`src/hw/sct_defines.svh`:
```
// register indices, field positions, reset values and timing counts
`ifndef SCT_DEFINES_SVH
`define SCT_DEFINES_SVH

// ------------------------------------------------------------------
// register indices (byte address is four times the index)
// ------------------------------------------------------------------
`define SCT_IDX_OSC1_CTL      7'h20
`define SCT_IDX_TONE2_CTL     7'h21
`define SCT_IDX_RING_CTL      7'h22
`define SCT_IDX_METER_CTL     7'h23
`define SCT_IDX_TONE1_OFF_LO  7'h26
`define SCT_IDX_TONE1_OFF_HI  7'h27
`define SCT_IDX_TONE2_ON_LO   7'h28
`define SCT_IDX_TONE2_ON_HI   7'h29
`define SCT_IDX_TONE2_OFF_LO  7'h2a
`define SCT_IDX_TONE2_OFF_HI  7'h2b
`define SCT_IDX_METER_ON_LO   7'h2c
`define SCT_IDX_METER_ON_HI   7'h2d
`define SCT_IDX_METER_OFF_LO  7'h2e
`define SCT_IDX_METER_OFF_HI  7'h2f
`define SCT_IDX_RING_ON_LO    7'h30
`define SCT_IDX_RING_ON_HI    7'h31
`define SCT_IDX_RING_OFF_LO   7'h32
`define SCT_IDX_RING_OFF_HI   7'h33
`define SCT_IDX_CID_BUF       7'h34
`define SCT_IDX_CID_CTL       7'h6c
`define SCT_IDX_TIMER_FIRST   7'h26
`define SCT_IDX_TIMER_LAST    7'h33

// ------------------------------------------------------------------
// field positions and reset values
// ------------------------------------------------------------------
`define SCT_BIT_STATUS        7
`define SCT_BIT_RELOAD        6
`define SCT_BIT_ZERO_CROSS    5
`define SCT_BIT_ON_EN         4
`define SCT_BIT_OFF_EN        3
`define SCT_BIT_OSC_EN        2
`define SCT_BIT_CID_EN        6
`define SCT_BIT_CID_DATA      0
`define SCT_RESET_BYTE        8'h00

// ------------------------------------------------------------------
// timebase: one count unit of every cadence timer
// ------------------------------------------------------------------
`define SCT_CLK_PERIOD_NS     50
`define SCT_TICK_NS           125000
`define SCT_TICK_CYCLES       (`SCT_TICK_NS / `SCT_CLK_PERIOD_NS)

`endif

```
`src/hw/sct_pkg.sv`:
```
// types shared by the cadence timer block
package sct_pkg;

    // cadence phase of one oscillator
    typedef enum logic [1:0] {
        SCT_IDLE,
        SCT_ON,
        SCT_WAIT_ZC,
        SCT_OFF
    } sct_phase_t;

    // settings handed from the register file to one cadence engine
    typedef struct packed {
        logic        oscEnable;
        logic        onTimerEnable;
        logic        offTimerEnable;
        logic        zeroCrossStop;
        logic [15:0] onCount;
        logic [15:0] offCount;
    } sct_cfg_t;

endpackage : sct_pkg

```
`src/hw/sct_top.sv`:
```
// cadence timer register file, apb slave and oscillator engines
`timescale 1ns/1ps
`include "sct_defines.svh"

// ------------------------------------------------------------------
// block overview
// ------------------------------------------------------------------
// three cadence engines (tone 2, pulse meter, ringing) share one
// timebase; software programs 16-bit on and off counts as byte pairs.
// registers sit on apb, one byte per aligned 32-bit word.

// Operation
// tone1 off count high byte is writable
// tone2 on period, 16-bit, 125 us units
// tone2 off period, 16-bit, 125 us units
// meter on period, 16-bit, 125 us units
// meter off period, 16-bit, 125 us units
// ring burst, 16-bit count, 125 us units
// ring silence, 16-bit count, 125 us units
// timer and caller-id bytes reset to zero
// caller-id bit taken when enable and reload
// timer enables bound active and silent periods
// zero-cross option delays stop to crossing
// status bit shows active phase per oscillator
// periods alternate, counts reloaded each period
// 125 us tick decrements running count
module sct_top #(
    parameter int ADDR_W      = 12,
    parameter int TICK_CYCLES = `SCT_TICK_CYCLES
) (
    input  wire logic              clock,
    input  wire logic              nrst,
    input  wire logic              psel,
    input  wire logic              penable,
    input  wire logic              pwrite,
    input  wire logic [ADDR_W-1:0] paddr,
    input  wire logic [31:0]       pwdata,
    input  wire logic [3:0]        pstrb,
    output logic      [31:0]       prdata,
    output logic                   pready,
    output logic                   pslverr,
    input  wire logic              tone2ZeroCross,
    output logic                   tone2Active,
    output logic                   meterActive,
    output logic                   ringActive,
    output logic      [15:0]       tone1OffCount,
    output logic                   callerIdBitOut
);
    import sct_pkg::*;

    // ------------------------------------------------------------------
    // constants and helpers
    // ------------------------------------------------------------------
    localparam int NUM_TIMER_BYTES = 14;
    localparam int NUM_OSC         = 3;
    localparam int OSC_TONE2       = 0;
    localparam int OSC_METER       = 1;
    localparam int OSC_RING        = 2;

    // a word-aligned access inside the low page, as register index
    function automatic logic [6:0] indexOf(input logic [ADDR_W-1:0] a);
        indexOf = a[8:2];
    endfunction : indexOf

    function automatic logic aligned(input logic [ADDR_W-1:0] a);
        aligned = (a[1:0] == 2'b00) && (a[ADDR_W-1:9] == '0);
    endfunction : aligned

    // true for the block of plain timer bytes
    function automatic logic isTimerIdx(input logic [6:0] idx);
        isTimerIdx = (idx >= `SCT_IDX_TIMER_FIRST) &&
                     (idx <= `SCT_IDX_TIMER_LAST);
    endfunction : isTimerIdx

    function automatic logic [3:0] timerSlot(input logic [6:0] idx);
        logic [6:0] diff;
        diff      = idx - `SCT_IDX_TIMER_FIRST;
        timerSlot = diff[3:0];
    endfunction : timerSlot

    // every index that answers without an error
    function automatic logic isMapped(input logic [6:0] idx);
        isMapped = isTimerIdx(idx)                 ||
                   (idx == `SCT_IDX_OSC1_CTL)      ||
                   (idx == `SCT_IDX_TONE2_CTL)     ||
                   (idx == `SCT_IDX_RING_CTL)      ||
                   (idx == `SCT_IDX_METER_CTL)     ||
                   (idx == `SCT_IDX_CID_BUF)       ||
                   (idx == `SCT_IDX_CID_CTL);
    endfunction : isMapped

    // ------------------------------------------------------------------
    // register storage
    // ------------------------------------------------------------------
    logic [7:0] timerByte [NUM_TIMER_BYTES];
    logic       oscillatorReload;
    logic       tone2OscEnable;
    logic       tone2OnTimerEnable;
    logic       tone2OffTimerEnable;
    logic       tone2ZeroCrossStop;
    logic       ringOscEnable;
    logic       ringOnTimerEnable;
    logic       ringOffTimerEnable;
    logic       meterOscEnable;
    logic       meterOnTimerEnable;
    logic       meterOffTimerEnable;
    logic       callerIdGenEnable;
    logic       callerIdNextBit;

    logic [6:0] reqIdx;
    logic       reqOk;
    logic       setupPhase;
    logic       writeCommit;
    logic       byteWrite;
    logic [7:0] wrByte;
    logic [7:0] next_readByte;
    logic       tick;
    logic       oscActive [NUM_OSC];
    logic       oscZeroCross [NUM_OSC];
    sct_cfg_t   oscCfg [NUM_OSC];

    logic [15:0] tone2OnCount;
    logic [15:0] tone2OffCount;
    logic [15:0] meterOnCount;
    logic [15:0] meterOffCount;
    logic [15:0] ringOnCount;
    logic [15:0] ringOffCount;

    // ------------------------------------------------------------------
    // apb handshake
    // ------------------------------------------------------------------
    assign reqIdx     = indexOf(paddr);
    assign reqOk      = aligned(paddr) && isMapped(reqIdx);
    assign setupPhase = psel && !penable;
    // a write lands only at the edge that completes the access
    assign writeCommit = psel && penable && pready && pwrite && reqOk;
    // registers are a byte wide, so only lane 0 matters
    assign byteWrite  = writeCommit && pstrb[0];
    assign wrByte     = pwdata[7:0];

    // ready one cycle after setup, so every access has no wait state
    always_ff @(posedge clock)
    begin
        if (!nrst)
            pready <= 1'b0;
        else
            pready <= setupPhase;
    end

    // error flag for unaligned or unmapped addresses, set at setup
    always_ff @(posedge clock)
    begin
        // follows ready, so it never outlasts the access cycle
        if (!nrst)
            pslverr <= 1'b0;
        else
            pslverr <= setupPhase && !reqOk;
    end

    // read data captured at setup, held through the access phase
    always_ff @(posedge clock)
    begin
        if (!nrst)
            prdata <= 32'h0000_0000;
        else if (setupPhase && !pwrite)
            prdata <= {24'h00_0000, next_readByte};
    end

    // ------------------------------------------------------------------
    // read decode
    // ------------------------------------------------------------------
    // reserved and out-of-scope bits read as zero
    always_comb
    begin
        next_readByte = `SCT_RESET_BYTE;
        if (!reqOk)
            next_readByte = `SCT_RESET_BYTE;
        else if (isTimerIdx(reqIdx))
            next_readByte = timerByte[timerSlot(reqIdx)];
        else
        begin
            case (reqIdx)
                `SCT_IDX_OSC1_CTL:
                    next_readByte[`SCT_BIT_RELOAD] = oscillatorReload;
                `SCT_IDX_TONE2_CTL:
                begin
                    next_readByte[`SCT_BIT_STATUS]     = tone2Active;
                    next_readByte[`SCT_BIT_ZERO_CROSS] = tone2ZeroCrossStop;
                    next_readByte[`SCT_BIT_ON_EN]      = tone2OnTimerEnable;
                    next_readByte[`SCT_BIT_OFF_EN]     = tone2OffTimerEnable;
                    next_readByte[`SCT_BIT_OSC_EN]     = tone2OscEnable;
                end
                `SCT_IDX_RING_CTL:
                begin
                    next_readByte[`SCT_BIT_STATUS] = ringActive;
                    next_readByte[`SCT_BIT_ON_EN]  = ringOnTimerEnable;
                    next_readByte[`SCT_BIT_OFF_EN] = ringOffTimerEnable;
                    next_readByte[`SCT_BIT_OSC_EN] = ringOscEnable;
                end
                `SCT_IDX_METER_CTL:
                begin
                    next_readByte[`SCT_BIT_STATUS] = meterActive;
                    next_readByte[`SCT_BIT_ON_EN]  = meterOnTimerEnable;
                    next_readByte[`SCT_BIT_OFF_EN] = meterOffTimerEnable;
                    next_readByte[`SCT_BIT_OSC_EN] = meterOscEnable;
                end
                `SCT_IDX_CID_BUF:
                    next_readByte[`SCT_BIT_CID_DATA] = callerIdNextBit;
                `SCT_IDX_CID_CTL:
                    next_readByte[`SCT_BIT_CID_EN] = callerIdGenEnable;
                default:
                    next_readByte = `SCT_RESET_BYTE;
            endcase
        end
    end

    // ------------------------------------------------------------------
    // timer byte storage
    // ------------------------------------------------------------------
    // each byte pair is independent; software writes low then high
    generate
        for (genvar i = 0; i < NUM_TIMER_BYTES; i++)
        begin : g_timer_byte
            always_ff @(posedge clock)
            begin
                if (!nrst)
                    timerByte[i] <= `SCT_RESET_BYTE;
                else if (byteWrite && isTimerIdx(reqIdx) &&
                         timerSlot(reqIdx) == 4'(i))
                    timerByte[i] <= wrByte;
            end
        end
    endgenerate

    // ------------------------------------------------------------------
    // control bytes
    // ------------------------------------------------------------------
    // tone 2 control; status bit is read only
    always_ff @(posedge clock)
    begin
        if (!nrst)
        begin
            tone2ZeroCrossStop  <= 1'b0;
            tone2OnTimerEnable  <= 1'b0;
            tone2OffTimerEnable <= 1'b0;
            tone2OscEnable      <= 1'b0;
        end
        else if (byteWrite && reqIdx == `SCT_IDX_TONE2_CTL)
        begin
            tone2ZeroCrossStop  <= wrByte[`SCT_BIT_ZERO_CROSS];
            tone2OnTimerEnable  <= wrByte[`SCT_BIT_ON_EN];
            tone2OffTimerEnable <= wrByte[`SCT_BIT_OFF_EN];
            tone2OscEnable      <= wrByte[`SCT_BIT_OSC_EN];
        end
    end

    // ringing control
    always_ff @(posedge clock)
    begin
        if (!nrst)
        begin
            ringOnTimerEnable  <= 1'b0;
            ringOffTimerEnable <= 1'b0;
            ringOscEnable      <= 1'b0;
        end
        else if (byteWrite && reqIdx == `SCT_IDX_RING_CTL)
        begin
            ringOnTimerEnable  <= wrByte[`SCT_BIT_ON_EN];
            ringOffTimerEnable <= wrByte[`SCT_BIT_OFF_EN];
            ringOscEnable      <= wrByte[`SCT_BIT_OSC_EN];
        end
    end

    // pulse meter control
    always_ff @(posedge clock)
    begin
        if (!nrst)
        begin
            meterOnTimerEnable  <= 1'b0;
            meterOffTimerEnable <= 1'b0;
            meterOscEnable      <= 1'b0;
        end
        else if (byteWrite && reqIdx == `SCT_IDX_METER_CTL)
        begin
            meterOnTimerEnable  <= wrByte[`SCT_BIT_ON_EN];
            meterOffTimerEnable <= wrByte[`SCT_BIT_OFF_EN];
            meterOscEnable      <= wrByte[`SCT_BIT_OSC_EN];
        end
    end

    // reload bit and caller-id enable live in separate bytes
    always_ff @(posedge clock)
    begin
        if (!nrst)
        begin
            oscillatorReload  <= 1'b0;
            callerIdGenEnable <= 1'b0;
        end
        else if (byteWrite && reqIdx == `SCT_IDX_OSC1_CTL)
            oscillatorReload <= wrByte[`SCT_BIT_RELOAD];
        else if (byteWrite && reqIdx == `SCT_IDX_CID_CTL)
            callerIdGenEnable <= wrByte[`SCT_BIT_CID_EN];
    end

    // ------------------------------------------------------------------
    // caller-id bit buffer
    // ------------------------------------------------------------------
    // only bit 0 is stored; upper bits always read zero
    always_ff @(posedge clock)
    begin
        if (!nrst)
            callerIdNextBit <= 1'b0;
        else if (byteWrite && reqIdx == `SCT_IDX_CID_BUF)
            callerIdNextBit <= wrByte[`SCT_BIT_CID_DATA];
    end

    // generator takes the buffered bit only while both gates are on
    always_ff @(posedge clock)
    begin
        if (!nrst)
            callerIdBitOut <= 1'b0;
        else if (callerIdGenEnable && oscillatorReload)
            callerIdBitOut <= callerIdNextBit;
    end

    // ------------------------------------------------------------------
    // count assembly from byte pairs
    // ------------------------------------------------------------------
    // counts are live: a write mid-period takes effect at next reload
    always_ff @(posedge clock)
    begin
        if (!nrst)
            tone1OffCount <= 16'h0000;
        else
            tone1OffCount <= {timerByte[1], timerByte[0]};
    end

    assign tone2OnCount  = {timerByte[3], timerByte[2]};
    assign tone2OffCount = {timerByte[5], timerByte[4]};
    assign meterOnCount  = {timerByte[7], timerByte[6]};
    assign meterOffCount = {timerByte[9], timerByte[8]};
    assign ringOnCount   = {timerByte[11], timerByte[10]};
    assign ringOffCount  = {timerByte[13], timerByte[12]};

    // ------------------------------------------------------------------
    // engine settings
    // ------------------------------------------------------------------
    // only tone 2 offers the zero-cross stop; the others stop at once
    always_comb
    begin
        oscCfg[OSC_TONE2] = '{
            oscEnable:      tone2OscEnable,
            onTimerEnable:  tone2OnTimerEnable,
            offTimerEnable: tone2OffTimerEnable,
            zeroCrossStop:  tone2ZeroCrossStop,
            onCount:        tone2OnCount,
            offCount:       tone2OffCount};
        oscCfg[OSC_METER] = '{
            oscEnable:      meterOscEnable,
            onTimerEnable:  meterOnTimerEnable,
            offTimerEnable: meterOffTimerEnable,
            zeroCrossStop:  1'b0,
            onCount:        meterOnCount,
            offCount:       meterOffCount};
        oscCfg[OSC_RING] = '{
            oscEnable:      ringOscEnable,
            onTimerEnable:  ringOnTimerEnable,
            offTimerEnable: ringOffTimerEnable,
            zeroCrossStop:  1'b0,
            onCount:        ringOnCount,
            offCount:       ringOffCount};
        oscZeroCross[OSC_TONE2] = tone2ZeroCross;
        oscZeroCross[OSC_METER] = 1'b0;
        oscZeroCross[OSC_RING]  = 1'b0;
    end

    // ------------------------------------------------------------------
    // timebase and cadence engines
    // ------------------------------------------------------------------
    sct_tick_gen #(
        .CYCLES (TICK_CYCLES)
    ) u_tick (
        .clock (clock),
        .nrst  (nrst),
        .tick  (tick)
    );

    generate
        for (genvar k = 0; k < NUM_OSC; k++)
        begin : g_osc
            sct_cadence u_cadence (
                .clock     (clock),
                .nrst      (nrst),
                .tick      (tick),
                .zeroCross (oscZeroCross[k]),
                .cfg       (oscCfg[k]),
                .active    (oscActive[k])
            );
        end
    endgenerate

    // active flags come straight from each engine's flip-flop
    assign tone2Active = oscActive[OSC_TONE2];
    assign meterActive = oscActive[OSC_METER];
    assign ringActive  = oscActive[OSC_RING];

endmodule : sct_top

```
`src/hw/sct_tick_gen.sv`:
```
// timebase divider producing the cadence count unit
`timescale 1ns/1ps
`include "sct_defines.svh"

module sct_tick_gen #(
    parameter int CYCLES = `SCT_TICK_CYCLES
) (
    input  wire logic clock,
    input  wire logic nrst,
    output logic      tick
);
    import sct_pkg::*;

    localparam int CW = $clog2(CYCLES);
    localparam logic [CW-1:0] LAST = CW'(CYCLES - 1);

    logic [CW-1:0] divCount;

    // free running divider, one pulse each unit
    always_ff @(posedge clock)
    begin
        if (!nrst)
        begin
            divCount <= '0;
            tick     <= 1'b0;
        end
        else if (divCount == LAST)
        begin
            divCount <= '0;
            tick     <= 1'b1;
        end
        else
        begin
            divCount <= divCount + 1'b1;
            tick     <= 1'b0;
        end
    end

endmodule : sct_tick_gen

```
`src/hw/sct_cadence.sv`:
```
// one active/inactive cadence engine for an oscillator
`timescale 1ns/1ps

module sct_cadence (
    input  wire logic      clock,
    input  wire logic      nrst,
    input  wire logic      tick,
    input  wire logic      zeroCross,
    input  sct_pkg::sct_cfg_t cfg,
    output logic           active
);
    import sct_pkg::*;

    sct_phase_t  phase;
    logic [15:0] count;
    logic        expire;

    // a period ends on the tick that takes the count to zero
    assign expire = tick && (count <= 16'h0001);

    // phase sequencing and running count
    always_ff @(posedge clock)
    begin
        if (!nrst || !cfg.oscEnable)
        begin
            phase  <= SCT_IDLE;
            count  <= 16'h0000;
            active <= 1'b0;
        end
        else
        begin
            case (phase)
                SCT_IDLE:
                begin
                    phase  <= SCT_ON;
                    count  <= cfg.onCount;
                    active <= 1'b1;
                end
                SCT_ON:
                begin
                    // without the on timer the burst never ends
                    if (cfg.onTimerEnable && expire)
                    begin
                        if (cfg.zeroCrossStop)
                            phase <= SCT_WAIT_ZC;
                        else
                        begin
                            phase  <= SCT_OFF;
                            count  <= cfg.offCount;
                            active <= 1'b0;
                        end
                    end
                    else if (cfg.onTimerEnable && tick)
                        count <= count - 16'h0001;
                end
                SCT_WAIT_ZC:
                begin
                    if (zeroCross)
                    begin
                        phase  <= SCT_OFF;
                        count  <= cfg.offCount;
                        active <= 1'b0;
                    end
                end
                SCT_OFF:
                begin
                    // without the off timer the line stays silent
                    if (cfg.offTimerEnable && expire)
                    begin
                        phase  <= SCT_ON;
                        count  <= cfg.onCount;
                        active <= 1'b1;
                    end
                    else if (cfg.offTimerEnable && tick)
                        count <= count - 16'h0001;
                end
                default:
                begin
                    phase  <= SCT_IDLE;
                    active <= 1'b0;
                end
            endcase
        end
    end

endmodule : sct_cadence

```
`config.mk`:
```
export PLATFORM = sky130hd
export DESIGN_NAME = sct_top
export DESIGN_NICKNAME = d
export VERILOG_FILES = /design/src/hw/sct_pkg.sv /design/src/hw/sct_top.sv /design/src/hw/sct_tick_gen.sv /design/src/hw/sct_cadence.sv
export VERILOG_INCLUDE_DIRS = /design/src /design/src/hw
export SDC_FILE = /design/constraint.sdc
export NUM_CORES = 1
export LEC_CHECK = 0
export BUFFER_PORTS_ARGS = -buffer_cell sky130_fd_sc_hd__buf_2
export CORE_UTILIZATION = 41
export CTS_CLUSTER_SIZE = 8
export DETAILED_ROUTE_END_ITERATION = 8
export PLACE_DENSITY_LB_ADDON = 0.15
export SYNTH_ARGS = -nofsm -noshare
export SYNTH_HDL_FRONTEND = slang
export SYNTH_SLANG_ARGS = --single-unit
export TNS_END_PERCENT = 1
```
`constraint.sdc`:
```
create_clock -name clock -period 5.1 [get_ports clock]
set_input_delay 0.51 -clock clock [delete_from_list [all_inputs] [get_ports clock]]
set_output_delay 0.51 -clock clock [all_outputs]
set_load 0.05 [all_outputs]
```
==> results.md, run 1 <==
Worst setup path:
- The origin of the critical flop-to-flop path is u_tick.tick.
- At the worst endpoint, the required time is 5.58 ns.
- The cell type with the highest occurrence count on the critical path is o21ai_0.
- The startpoint of the worst setup timing path is u_tick.tick.
- The launching element type of the critical path is a flip-flop.
- At the worst endpoint, the arrival time is between 3 and 4 ns.
- In this design, the largest share of critical-path delay is due to simple AND/OR/NAND/NOR gates.
- In this design, the stage delay of the slowest critical-path cell is 0.81 ns.
- The maximum fanout along the worst path is 15.
- The capturing element type of the critical path is a flip-flop.
- The critical path in this run is classified as flip-flop to flip-flop.
- The standard cell with the maximum stage delay on the critical path is nor2_1.
- The buffers plus inverters on the worst setup path is 0.
- The critical path goes through nand2_1 -> a221oi_1 -> o31ai_1 -> nor2_1 -> o21ai_0 -> o21ai_0.

Clocking:
- CTS saw 222 sinks.
- Once the clock tree was built, the resizer swapped 0 gates to a different size.
- The quantity of hold-fixing buffers added after cts is 0.
- Counting along the longest clock path gives a buffer depth of 3.
- The number of H-tree levels is 1.
- In this run the post-CTS setup repair buffer count came out at 0.
- At the later pin of the worst-skew pair, clock insertion delay measures about 0.56 ns.
- The CTS tree is built.
- Clock-pin slew was measured on the worst setup and hold paths at 0.05 ns.
- In this run the clock root is driven by a clkbuf_16.
- Counting the buffers created by CTS gives 31.

Pwr:
- The static leakage is 4.97 nW.
- For this design the ratio of total power to cell area is 308 nW/um^2.
- The peak supply drop is roughly 0.00025 V.

Global route:
- The via count of the first global-routing pass was 8727.
- The total overflow left after global routing is 0.
- Entering global routing, the biggest net connects 47 pins.
- The global router's overall resource usage is 23.8%.
- The initial antenna violation count is 0.
- The first global-routing pass estimated 52600 um of wire.

Placed design:
- After legalization and detailed placement, the total HPWL measured about 25000 um.
- The quantity of I/O buffers inserted on ports is 56.
- The routability-driven placement congestion ratio is 0.902.
- After detailed placement, the design holds a cell count of 1555.

STA:
- The final count of pins violating max slew is 0.
- The slew of the pin with the lowest slew margin is 1.14 ns.
- In the final timing run, aggregate negative setup slack is 0 ns.
- Setup violations remaining at the end of the flow were counted as 0.
- The final period utilization is 61.3%.
- The shortest period the worst path allows is around 3.1 ns.
- Setup repair after global routing left no endpoint under its margin.
- The upper clock frequency limit is between 300 and 400 MHz.
- The total count of hold-check failures in the final report is 0.
- The maximum clock skew at final layout is around 0.014 ns.
- The headroom to the max-slew limit is 23.5%.

Routing:
- For this run, the detailed router's first-pass iteration total came to 5.
- The detail-routed via count per cell is 5.78.
- The detail route stage leaves a number of antenna-violating nets equal to 0.
- In the routed design, unresolved DRC markers number 0.
- Wires add up to about 34000 um.
- After the first detailed-routing iteration, the DRC count stood at 845.
- Summing over every cut layer, the via total after detailed routing is just over 9000.
- After detailed routing, the average wire length per cell comes to 21.3 um.

Logic synthesis:
- During synthesis, Yosys emitted a total of 0 warnings.
- The synthesized netlist occupies a cell area of 11700 sq um.
- The flip-flop and latch count after synthesis is 222.
- By area the synthesized netlist is led by edfxtp_1 29%, dfxtp_1 19%, and2_1 7.1%, mux4_2 5.9%, nand2_1 3.3%.
- The share of synthesized area occupied by flip-flops and latches is 47.4%.
- In the synthesized netlist the async set-or-reset flop fraction comes to 0%.
- Of all cell types, the one taking the most synthesized area is edfxtp_1.
- In the synthesized netlist, the number of instances is 1162.
- The number of enable-type register cells in the synthesized netlist is 112.
- The synthesized design devotes to its leading area cell type between 20% and 30% of total area.
- The average instance in the mapped netlist occupies 10.1 sq um.
- The most used flip-flop cell after synthesis is edfxtp_1.
- The count of unique library cells instantiated by Yosys is about 70.

Floorplan:
- The area enclosed by the die boundary is ~30000 sq um.
- The initial core utilization is 41.9%.
- The floorplan has 61 rows.
- The overall die height is 171 um.
- The core footprint is 28000 sq um.
- 108 I/O pins were placed.
- The die is around 170 um wide.

Cells and area:
- Counting the fill cells in the layout gives 2677.
- The number of diodes added for antenna fixing is 0.
- The proportion of layout cells with a drive suffix above 1 is ~15%.
- The non-filler instance count after layout is 1609.
- The combined flip-flop and latch cell area is 5570 sq um.
- After the last flow step, the layout net total stands at 1277.
- The area growth from synthesis to layout is 12.7%.
- The area of combinational cells with multiple inputs is 5730 sq um.

Worst hold path:
- In this run the worst hold path is classified as primary input to flip-flop.
- In this run the most critical hold path is launched from penable.

Run:
- Across the run, the number of max-cap violations was 0.

Run status:
- The run finished with clean final reports.
==> final timing paths <==
kind                                                     to  slack [ns]  cells past startpoint
worst min-delay path                                 pready        0.16                      2
worst max register to register  g_osc[0].u_cadence.count[0]        1.97                      6
worst max-delay path            g_osc[0].u_cadence.count[0]        1.97                      6
worst min register to register           u_tick.divCount[0]        0.46                      1
==> per-stage QoR <==
stage               area (sq um)  hold WS (ns)  utilization [%]  worst slack (ns)  power [mW]
global route               13200         0.157             47.2              1.69        4.20
detailed placement         12400         0.460             44.1              1.38        2.22
global placement           12400         0.441             44.1              1.52        2.22
CTS                        13200         0.143             47.2              1.96        4.11
floorplan                  11800         0.426                -              1.91        2.14
finish                     13200         0.165             47.2              1.97        4.07
==> layout make-up <==
| type | count | area share [%] |
|---|---|---|
| multi-input combinational | 845 | 43.3 |
| sequential | 222 | 42.1 |
| clock buffer | 53 | 6.56 |
| timing repair buffer | 83 | 3.65 |
| tap | 378 | 3.57 |
| inverter | 27 | 0.766 |
| clock inverter | 1 | 0.0662 |
==> Yosys cell counts, drive strengths merged (11+ instances only) <==
cell / n
and2: 135
edfxtp: 112
dfxtp: 110
nand2: 103
o21ai: 69
a21oi: 67
nor2: 60
clkbuf: 55
nand3: 37
buf: 36
nor3: 34
mux4: 31
inv: 27
nor4: 21
a221oi: 18
o31ai: 15
a32o: 14
nand2b: 14
ha: 13
o22ai: 13
xnor2: 13
o211ai: 12
mux2: 11
nand4: 11
xor2: 11
==> worst register-to-register path: stages, from the launching register on <==
cell      delay, ns
dfxtp_1        0.77
nand2_1        0.35
a221oi_1       0.35
o31ai_1        0.23
nor2_1         0.81
o21ai_0        0.32
o21ai_0        0.23
==> per-layer routing <==
| layer | share of wire [%] | vias up | GRT usage [%] |
|---|---|---|---|
| met5 | 0 | - | 0 |
| met1 | 45 | 4539 | 33.3 |
| met3 | 5.5 | 60 | 3.34 |
| met2 | 46 | 311 | 37.8 |
| li1 | - | 4395 | - |
| met4 | 3.3 | 0 | 7.88 |
==> cells by family after synthesis <==
family | after synthesis | share of synthesized area [%]
muxes | 47 | 7.43
buffers and inverters | 118 | 4.64
xor gates and xnor gates | 24 | 1.79
adders and majority gates | 13 | 1.38
other | 1 | 0.0319
and+or+nand+nor | 458 | 21.1
AOI/OAI and AO/OA | 279 | 16.2
DFF | 222 | 47.4
==> report_power, final <==
group | internal [mW] | switching, mW
clock | 1.13 | 0.756
sequential | 1.90 | 0.0254
combinational | 0.0785 | 0.179
==> layout by cell type (no fill, tap or decap), drive strengths merged, types with 8 or more instances in the layout <==
| cell | instances |
|---|---|
| ha | 13 |
| mux4 | 31 |
| o31ai | 15 |
| o21ai | 69 |
| a32o | 14 |
| nand2b | 14 |
| a221oi | 18 |
| or3 | 8 |
| nand3 | 37 |
| nor4 | 21 |
| a22oi | 9 |
| o22ai | 13 |
| a221o | 10 |
| mux2 | 11 |
| buf | 83 |
| conb | 24 |
| o211ai | 12 |
| xnor2 | 13 |
| nand4 | 11 |
| a21oi | 67 |
| nor2 | 60 |
| edfxtp | 112 |
| clkbuf | 53 |
| inv | 28 |
| nand2 | 103 |
| dfxtp | 110 |
| nor3 | 34 |
| a22o | 10 |
| xor2 | 11 |
| and2 | 135 |
==> registers in the layout, indices dropped and copies added (netlist names), 3 cells and up <==
signal                  cells
g_osc.u_cadence.count      48
timerByte                 112
g_osc.u_cadence.phase       6
prdata                      8
g_osc.u_cadence.active      3
u_tick.divCount            12
tone1OffCount              16
Note: power is estimated with default switching activity, not from simulation.
==> inputs of run 2 (changes only) <==
==> constraint.sdc (replaced) <==
create_clock -name clock -period 3.26 [get_ports clock]
set_input_delay 0.326 -clock clock [delete_from_list [all_inputs] [get_ports clock]]
set_output_delay 0.326 -clock clock [all_outputs]
set_load 0.05 [all_outputs]
==> run 2 against run 1 <==
Effect of this change:
- via count rose by 1.1%
- routed wire length rose by 0.95%
- highest routed layer unchanged
- clock skew barely moved
- critical path type unchanged
- sequential share of layout area fell by 0.58 points
- combinational power rose by 61%
- register-to-register slack got worse by 1.4 ns
- clock power rose by 57%
- largest power group unchanged
- final cell count rose by 1.5%
- non-clock buffer count rose by 23
- core utilization rose by 0.66 points
- largest cell class unchanged
- first-iteration DRC count rose by 5.9%
- critical path depth rose by 1
==> results.md, run 2 (synthesized netlist as in run 1, its figures left out) <==
Run status:
- The run finished with clean final reports.

Cells and area:
- The number of diodes added for antenna fixing is 0.
- The register with the most flip-flops in the layout has around 110 of them.
- In the final design database the tool counted 1300 nets.
- In the final layout, the share of cells above drive strength 1 is between 10% and 20%.
- The non-filler instance count after layout is 1633.
- The most common library cell in the layout ignoring fill and taps is and2_1.
- In the layout the commonest cells are 133 x and2_1, 112 x edfxtp_1, 110 x dfxtp_1.
- From synthesis to final layout, the design area changed by 14.2%.
- The combined flip-flop and latch cell area is 5570 sq um.
- Counting the fill cells in the layout gives roughly 2700.
- The register with the most flip-flops is timerByte.
- In the final layout, the registers with the most flip-flops are timerByte (112), g_osc.u_cadence.count (48), tone1OffCount (16).
- In the final layout, the multi-input gates occupy 5740 sq um.

STA:
- Headroom to the max-slew limit came out at 31.2%.
- The total count of hold-check failures in the final report is 0.
- The final period utilization is between 80% and 90%.
- The final count of pins violating max slew is 0.
- Adding up every negative setup slack in the final design gives 0 ns.
- The shortest period the worst path allows is around 2.7 ns.
- The number of failing setup endpoints in the final timing report is 0.
- The maximum clock skew at final layout is 0.0142 ns.
- For the pin with the worst max-slew slack, the measured transition is 1.03 ns.
- Static timing analysis puts the maximum clock frequency at 373 MHz.
- Setup repair after global routing left no endpoint under its margin.
- The final-layout worst hold slack is 0.0648 ns.

Worst setup path:
- Data on the critical path is required at its endpoint by 3.73 ns.
- The worst setup path is captured at a flip-flop.
- The maximum fanout along the worst path is 17.
- The launching element type of the critical path is a flip-flop.
- The type of the worst setup path is flip-flop to flip-flop.
- For the worst setup path, the data arrival time is around 3.2 ns.

Floorplan:
- The die is 171 um wide.
- The boundary pin count is approximately 110.
- The area enclosed by the die boundary is 29300 sq um.
- The number of placement rows is roughly 60.
- The overall die height is 171 um.
- The initial utilization of the core area, before any placement, comes to 41.9%.
- The core region is 28000 sq um.

Pwr:
- Power spread over the standard cell area amounts to roughly 480 nW/um^2.
- The static leakage is approximately 5 nW.
- The register share of total power is between 40% and 50%.
- The analysis attributes to net switching a power of 1.53 mW.
- The logic gate share of total power is 6.5%.
- The fraction of power spent switching nets is about a quarter.
- Cell internal power was estimated by the tool at ~4.9 mW.
- The peak supply drop is roughly 0.00036 V.
- The clock network fraction of total power is roughly 46%.

Placed design:
- The detailed placer's ending HPWL is 25000 um.
- The quantity of I/O buffers inserted on ports is 56.
- At the end of routability-driven placement, the weighted congestion stood at 0.883.
- The number of placed instances with taps included is 1577.

Clocking:
- The root buffer cell chosen for the clock tree is clkbuf_16.
- Post-CTS timing repair inserted 0 buffers for setup.
- After clock tree synthesis, the clock-pin slew on the worst setup and hold paths is around 0.060 ns.
- The number of buffers added by the clock tree synthesis step is 31.
- In this run the number of H-tree levels came out at 1.
- TritonCTS built the clock tree.
- The total number of clock tree sinks is approximately 220.
- At the later pin of the worst-skew pair, clock insertion delay measures 0.56 ns.
- The clock passes through at most 3 buffers.

Global route:
- Entering global routing, the biggest net connects 41 pins.
- The initial antenna violation count is 0.
- The global router's overall resource usage is 23.8%.
- The via count of the first global-routing pass is 8831.
- The first global-routing pass estimated 52800 um of wire.
- The overall overflow remaining after global route is 0.

Routing:
- The wire length reported by the detailed router is 34600 um.
- After detailed routing, the number of remaining DRC violations is 0.
- The number of iterations in the first detailed-routing pass is 5.
- Dividing the detail-routed via count by the number of cells gives ~5.8.
- The routed length per placed instance is 21.2 um.
- In this run, the number of DRC markers left after iteration 0 of detailed routing was a little under 900.
- The number of routed nets with antenna violations is 0.
- Summing over every cut layer, the via total after detailed routing is 9412.

Run:
- Max-cap violations in this run came to 0.

Worst hold path:
- The class of the most critical hold timing path is primary input to flip-flop.
## run 2: area by class of cell
type                    count  share of cell area [%]
well taps                 378                    3.53
clock buffers              54                    6.43
clock inverters             1                  0.0653
inverters                  27                   0.755
multi-input cells         845                    42.7
repair buffers            106                    5.00
flip-flops and latches    222                    41.5
## run 2: critical path, stage by stage, from the launching register on
cell and delay (ns):
dfxtp_1 0.45, inv_1 0.09, ha_1 0.32, o211ai_1 0.59, o21ai_1 0.22, nor2_2 0.58
a31oi_1 0.17, o22ai_1 0.17
## run 2: final timing paths
path	end	startpoint	slack [ns]	depth (start not counted)
max reg2reg	g_osc[1].u_cadence.count[13]	g_osc[1].u_cadence.count[0]	0.58	7
max	g_osc[1].u_cadence.count[13]	g_osc[1].u_cadence.count[0]	0.58	7
min	pready	psel	0.06	2
min reg2reg	u_tick.divCount[0]	u_tick.divCount[0]	0.46	1
## run 2: power groups by stage
stage                     Clock, mW  Sequential [mW]  Combinational [mW]
final                          2.96             3.02               0.415
after global routing           3.12             3.02               0.436
after CTS                      3.01             3.01               0.412
after detailed placement          0             3.07               0.410
after global placement            0             3.07               0.408
after floorplan                   0             3.07               0.277
## run 2: per-stage QoR
step	utilization (%)	instance area [sq um]	power, mW	setup WS (ns)
global route	47.9	13400	6.58	0.280
CTS	47.9	13400	6.43	0.276
detailed placement	44.7	12500	3.48	0.238
global placement	44.7	12500	3.48	0.277
floorplan	-	11800	3.35	0.258
finish	47.9	13400	6.39	0.581
## run 2: timing repair
item / 4_1_cts / 5_1_grt
setup endpoints to repair: 0 / 9
hold buffers: 1 / 0
endpoints found under the hold margin: 1 / 0
resized for setup: 0 / 1
## run 2: per-layer routing
metal  track usage [%]  vias to the layer above  wire length [um]
met5                 0                        -                 0
met4              6.95                        0               874
met3              3.54                       56              2240
met2              38.6                      320             16200
met1              33.0                     4603             15200
li1                  -                     4433                 -
